==> config.mk <==
export PLATFORM = sky130hd
export DESIGN_NAME = sdcl_serial_dac_code_loader
export DESIGN_NICKNAME = d
export VERILOG_FILES = /design/src/verilog/sdcl_serial_dac_code_loader.v
export VERILOG_INCLUDE_DIRS = /design/src /design/src/include
export SDC_FILE = /design/constraint.sdc
export NUM_CORES = 1
export LEC_CHECK = 0
export ABC_AREA = 1
export ABC_CLOCK_PERIOD_IN_PS = 1400
export BUFFER_PORTS_ARGS = -buffer_cell sky130_fd_sc_hd__buf_2
export CORE_MARGIN = 4
export CORE_UTILIZATION = 40
export DETAILED_ROUTE_END_ITERATION = 8
export SETUP_SLACK_MARGIN = 0.1
export SLEW_MARGIN = 20
export SYNTH_ARGS = -nofsm -noshare
export SYNTH_HDL_FRONTEND = slang
export SYNTH_SLANG_ARGS = --single-unit
==> constraint.sdc <==
create_clock -name clock -period 1.4 [get_ports clock]
set_input_delay 0.07 -clock clock [delete_from_list [all_inputs] [get_ports clock]]
set_output_delay 0.07 -clock clock [all_outputs]
set_load 0.005 [all_outputs]
==> src/include/sdcl_consts.vh <==
// constants for the serial dac code loader
`ifndef SDCL_CONSTS_VH
`define SDCL_CONSTS_VH
`define SDCL_WORD_BITS 8
`define SDCL_CNT_W 4
`define SDCL_CODE_RST 8'h00
`define SDCL_SHIFT_RST 8'h00
`define SDCL_CNT_RST 4'h0
`define SDCL_MSB 7
`define SDCL_LAST_CNT 4'h7
`define SDCL_FULL_CNT 4'h8
`define SDCL_CNT_ONE 4'h1
`define SDCL_FLAG_RST 1'b0
`define SDCL_SYNC_RST_HI 1'b1
`define SDCL_SYNC_RST_LO 1'b0
`endif

==> src/verilog/sdcl_serial_dac_code_loader.v <==
// serial front end that loads an 8-bit code into the dac register
// What this block does
// one frame carries exactly eight data bits
// bits only accepted while frame select low
// frame select edges bound and enable frames
// host lowers frame select before first clock
// capture one bit per serial clock fall
// host raises frame select after eighth bit
// load low after full word updates dac
// host may hold load permanently low
// load held low: update after eighth fall
// new frame needs a fresh select fall
// interface powers up on select fall
// input buffers power down on select rise
// dac register holds straight binary code
// first bit captured becomes code bit seven
// reset clears shift and dac registers
`include "sdcl_consts.vh"
`default_nettype none

// two-stage synchroniser with one extra stage for edge finding
module sdcl_sync #(
	parameter [0:0] RST_VAL = 1'b0
) (
	input  wire clock,
	input  wire rst_n,
	input  wire d_in,
	output reg  q_sync_r,
	output reg  q_prev_r
);
	reg meta_r;

	// meta_r is read by q_sync_r alone
	always @(posedge clock or negedge rst_n) begin
		if (!rst_n) begin
			meta_r   <= RST_VAL;
			q_sync_r <= RST_VAL;
			q_prev_r <= RST_VAL;
		end else begin
			meta_r   <= d_in;
			q_sync_r <= meta_r;
			q_prev_r <= q_sync_r;
		end
	end
endmodule // sdcl_sync

module sdcl_serial_dac_code_loader (
	input  wire       clock,
	input  wire       nrst,
	input  wire       serial_clk,
	input  wire       serial_data_in,
	input  wire       frame_sel_n,
	input  wire       load_dac_n,
	output reg  [7:0] dac_code_r,
	output reg        if_powered_r,
	output reg        word_ready_r
);
	reg        rst_meta_r;
	reg        rst_n_r;
	reg  [7:0] shift_r;
	reg  [3:0] bit_cnt_r;
	reg        full_r;
	reg  [7:0] shift_nxt;
	reg  [3:0] bit_cnt_nxt;
	reg        full_nxt;
	reg        ready_nxt;
	reg        powered_nxt;
	reg  [7:0] code_nxt;
	wire       sclk_s;
	wire       sclk_prev;
	wire       serial_data_in_s;
	wire       fsel_s;
	wire       fsel_prev;
	wire       load_dac_n_s;
	wire       load_dac_n_prev;
	wire       sclk_fall;
	wire       fsel_fall;
	wire       fsel_rise;
	wire       fsel_low;
	wire       load_dac_n_fall;
	wire       load_dac_n_low;
	wire       last_bit;
	wire       room_left;
	wire       take_bit;
	wire [7:0] shift_in;

	// reset enters asynchronously but is released on the clock
	always @(posedge clock or negedge nrst) begin
		if (!nrst) begin
			rst_meta_r <= `SDCL_FLAG_RST;
			rst_n_r    <= `SDCL_FLAG_RST;
		end else begin
			rst_meta_r <= 1'b1;
			rst_n_r    <= rst_meta_r;
		end
	end

	// every pin passes two flops before any logic reads it
	// serial clock idles high, so its stages reset high: no false fall
	sdcl_sync #(
		.RST_VAL (`SDCL_SYNC_RST_HI)
	) u_sclk_sync (
		.clock    (clock),
		.rst_n    (rst_n_r),
		.d_in     (serial_clk),
		.q_sync_r (sclk_s),
		.q_prev_r (sclk_prev)
	);

	// data feeds the shifter only; its edges are not needed
	sdcl_sync #(
		.RST_VAL (`SDCL_SYNC_RST_LO)
	) u_serial_data_in_sync (
		.clock    (clock),
		.rst_n    (rst_n_r),
		.d_in     (serial_data_in),
		.q_sync_r (serial_data_in_s),
		.q_prev_r ()
	);

	sdcl_sync #(
		.RST_VAL (`SDCL_SYNC_RST_HI)
	) u_fsel_sync (
		.clock    (clock),
		.rst_n    (rst_n_r),
		.d_in     (frame_sel_n),
		.q_sync_r (fsel_s),
		.q_prev_r (fsel_prev)
	);

	sdcl_sync #(
		.RST_VAL (`SDCL_SYNC_RST_HI)
	) u_load_dac_n_sync (
		.clock    (clock),
		.rst_n    (rst_n_r),
		.d_in     (load_dac_n),
		.q_sync_r (load_dac_n_s),
		.q_prev_r (load_dac_n_prev)
	);

	assign sclk_fall = sclk_prev & ~sclk_s;
	assign fsel_fall = fsel_prev & ~fsel_s;
	assign fsel_rise = ~fsel_prev & fsel_s;
	assign fsel_low  = ~fsel_s;
	assign load_dac_n_fall = load_dac_n_prev & ~load_dac_n_s;
	assign load_dac_n_low  = ~load_dac_n_s;
	assign last_bit  = (bit_cnt_r == `SDCL_LAST_CNT);
	assign room_left = (bit_cnt_r < `SDCL_FULL_CNT);
	// msb first: new bit enters at bit zero and walks up to bit seven
	assign shift_in  = {shift_r[`SDCL_MSB-1:0], serial_data_in_s};
	// select edges win over a serial edge in the same cycle
	assign take_bit  = if_powered_r & fsel_low & sclk_fall & room_left &
		~fsel_fall & ~fsel_rise;

	always @* begin
		bit_cnt_nxt = bit_cnt_r;
		powered_nxt = if_powered_r;
		if (fsel_fall) begin
			powered_nxt = 1'b1;
			bit_cnt_nxt = `SDCL_CNT_RST;
		end else if (fsel_rise) begin
			powered_nxt = 1'b0;
			bit_cnt_nxt = `SDCL_CNT_RST;
		end else if (take_bit) begin
			bit_cnt_nxt = bit_cnt_r + `SDCL_CNT_ONE;
		end
	end

	// the full flag outlives the frame, so a late load still finds its word
	always @* begin
		shift_nxt = shift_r;
		full_nxt  = full_r;
		ready_nxt = word_ready_r;
		if (take_bit) begin
			shift_nxt = shift_in;
			full_nxt  = last_bit;
			ready_nxt = last_bit;
		end
	end

	// a load edge in the same cycle as the eighth bit takes the new word
	always @* begin
		code_nxt = dac_code_r;
		if (take_bit && last_bit && load_dac_n_low) begin
			code_nxt = shift_in;
		end else if (load_dac_n_fall && full_r) begin
			code_nxt = shift_r;
		end
	end

	// frame bookkeeping: bit count and interface power
	always @(posedge clock or negedge rst_n_r) begin
		if (!rst_n_r) begin
			bit_cnt_r    <= `SDCL_CNT_RST;
			if_powered_r <= `SDCL_FLAG_RST;
		end else begin
			bit_cnt_r    <= bit_cnt_nxt;
			if_powered_r <= powered_nxt;
		end
	end

	// word capture
	always @(posedge clock or negedge rst_n_r) begin
		if (!rst_n_r) begin
			shift_r      <= `SDCL_SHIFT_RST;
			full_r       <= `SDCL_FLAG_RST;
			word_ready_r <= `SDCL_FLAG_RST;
		end else begin
			shift_r      <= shift_nxt;
			full_r       <= full_nxt;
			word_ready_r <= ready_nxt;
		end
	end

	// the dac register only ever holds a complete straight binary word
	always @(posedge clock or negedge rst_n_r) begin
		if (!rst_n_r) begin
			dac_code_r <= `SDCL_CODE_RST;
		end else begin
			dac_code_r <= code_nxt;
		end
	end
endmodule // sdcl_serial_dac_code_loader
`default_nettype wire

==> reports/qor.csv <==
metric,value,unit
antenna_found_initial,0,
drt_iter0_markers,86,
grt_pass1_wl,5060,um
critPathKind,flip-flop to flip-flop,
post-route-period-util,1.11,
grt_util_all_layers,0.147,
cp.arrival,1.78,ns
maxCapViolCount,0,
place_inst,204,
drt-wirelength-per-cell,12.6,um
status,"finished, violations left",
start_kind,flip-flop,
timing.fmax,0.641,GHz
most-common-layout-cells,"dfrtp_1, nand3_1, buf_2",
gr-total-overflow,0,
setup_viol,21,
fin_tns_setup,-2.47,ns
synth.avg_cell_area,11.0,um^2
dpl_cell_area,1700,um^2
syn_area,1460,um^2
rsz0062_at_grt,true,
yosysWarnings,0,
power,2.15,mW
final_layout_size_suffix_gt1_frac,0.414,
crit_required,1.62,ns
p_sw,0.642,mW
synth_seq_area_share,0.608,
fin_nets,182,
diodes,0,
cts.reportedPaths.clkPinSlew,0.11,ns
dieArea,4680,um^2
finalHoldViolations,0,
p_leak,0.899,nW
wl,2770,um
dp_hpwl,2010,um
hold_class,flip-flop to async pin,
rows,21,
start_util,0.427,
cts_tree,done,
fp.dieH,68.4,um
htree_num_levels,2,
grt_start_max_net_pins,15,
clkSinkCount,35,
end_kind,flip-flop,
power.density,1160,nW/um^2
final_util,0.541,
grt_pass1_vias,1162,
drc,0,
synthCells,133,
worst_slack,-0.160,ns
power_frac_clock,0.247,
violations,negative setup slack,
cp-startpoint,u_fsel_sync.q_sync_r,
stdcell_count,220,
drv_slew,0,
vias,1112,
switching_share,0.299,
ir_drop,750,uV
layout_min_cycle_time,1.56,ns
ios,16,
fp.dieW,68.4,um
ctsLongestPathBuffers,2,
mostFrequentLayoutCell,dfrtp_1,
syn_to_final_growth,26.6,%
ys_ff_latch,35,
p_int,1.50,mW
drt_first_pass_iters,4,
r2r_start,u_fsel_sync.q_sync_r,
fin_skew,0.00136,ns
portBuffers,15,
fin_area,1850,um^2
viasPerCell,5.05,
synth_fp_nets,142,
clk_latency,0.33,ns
globalplace.congestion,0.783,
seq_power_share,0.594,
worst-path-max-fanout,8,
ys_types,22,
core,3420,um^2
antenna_left,0,
cts_made_buffers,5,
cts_root_buf,clkbuf_4,
p_comb_frac,0.159,
flip-flops by register name (all words and copies together), names as in the netlist:
register,flops
dac_code_r,8
shift_r,8
bit_cnt_r,4
full_r,1
if_powered_r,1
rst_meta_r,1
rst_n_r,1
u_fsel_sync.meta_r,1
u_fsel_sync.q_prev_r,1
u_fsel_sync.q_sync_r,1
u_load_dac_n_sync.meta_r,1
u_load_dac_n_sync.q_prev_r,1
u_load_dac_n_sync.q_sync_r,1
u_sclk_sync.meta_r,1
u_sclk_sync.q_prev_r,1
u_sclk_sync.q_sync_r,1
u_serial_data_in_sync.meta_r,1
u_serial_data_in_sync.q_sync_r,1
cell families (layout without fill, tap and decap cells):
family,count (synthesis),in the layout,synth area share
flops,35,35,0.608
fa+ha+maj,3,3,0.0257
buf+inv,14,54,0.0489
simple gates,65,66,0.250
compound gates,15,15,0.0643
other cells,1,1,0.00257
timing repair:
action	in CTS	in global routing
pin swaps	2	0
endpoints found under the hold margin	6	0
hold buffers	6	0
setup buffers	1	0
setup endpoints to repair	21	21
cloned	1	0
resized for setup	3	1
layout make-up:
type / instances / area (um^2)
inverter: 12 / 45.0
timing repair buffer: 34 / 240
clock inverter: 3 / 20.0
multi-input combinational: 85 / 559
tap: 46 / 57.6
fill: 315 / 1570
clock buffer: 5 / 37.5
sequential: 35 / 887
critical path: stages, from the launching register on:
cell and delay, ns:
dfstp_2 0.55, inv_2 0.04, ha_4 0.16, nor2_4 0.13, nand2_4 0.09, nor2_8 0.15, nand3_4 0.14, nand3_1 0.12
nand3_1 0.08
cells in the mapped netlist (all sizes together):
| library cell | instances | area (um^2) |
|---|---|---|
| a21oi | 6 | 45.0 |
| buf | 2 | 26.3 |
| conb | 1 | 3.75 |
| dfrtp | 26 | 651 |
| dfstp | 9 | 236 |
| ha | 3 | 37.5 |
| inv | 12 | 45.1 |
| nand2 | 15 | 61.3 |
| nand3 | 30 | 173 |
| nand4 | 9 | 56.3 |
| nor2 | 11 | 75.1 |
| o21ai | 9 | 48.8 |
routing by layer:
metal | part of all wire | GRT usage | wire, um
met1 | 0.46 | 0.189 | 1290
met2 | 0.47 | 0.228 | 1300
met3 | 0.049 | 0.0460 | 136
met4 | 0.017 | 0.0645 | 47
met5 | 0 | 0 | 0
metrics by stage:
step                hold WS (ns)  setup WS (ns)
floorplan                 -0.226         -0.163
detailed placement        -0.142         -0.207
global placement          -0.143         -0.165
finish                     0.180         -0.160
global route               0.230         -0.279
CTS                        0.202         -0.172
final timing paths:
| check | endpoint | depth (start not counted) | slack (ns) |
|---|---|---|---|
| worst max-delay path | dac_code_r[7] | 8 | -0.16 |
| worst min-delay path | full_r | 0 | 0.18 |
| worst max register to register | dac_code_r[7] | 8 | -0.16 |
| worst min register to register | full_r | 0 | 0.18 |
| max in group asynchronous | u_fsel_sync.q_prev_r | 1 | 0.66 |
| min in group clock | u_serial_data_in_sync.q_sync_r | 0 | 0.36 |
power by group through the flow:
stage | Combinational, mW | Sequential (mW) | Clock [mW]
floorplan | 0.202 | 1.27 | 0
global placement | 0.310 | 1.28 | 0
detailed placement | 0.322 | 1.29 | 0
CTS | 0.344 | 1.27 | 0.564
global route | 0.394 | 1.29 | 0.599
finish | 0.342 | 1.27 | 0.530
Note: power is estimated with default switching activity, not from simulation.
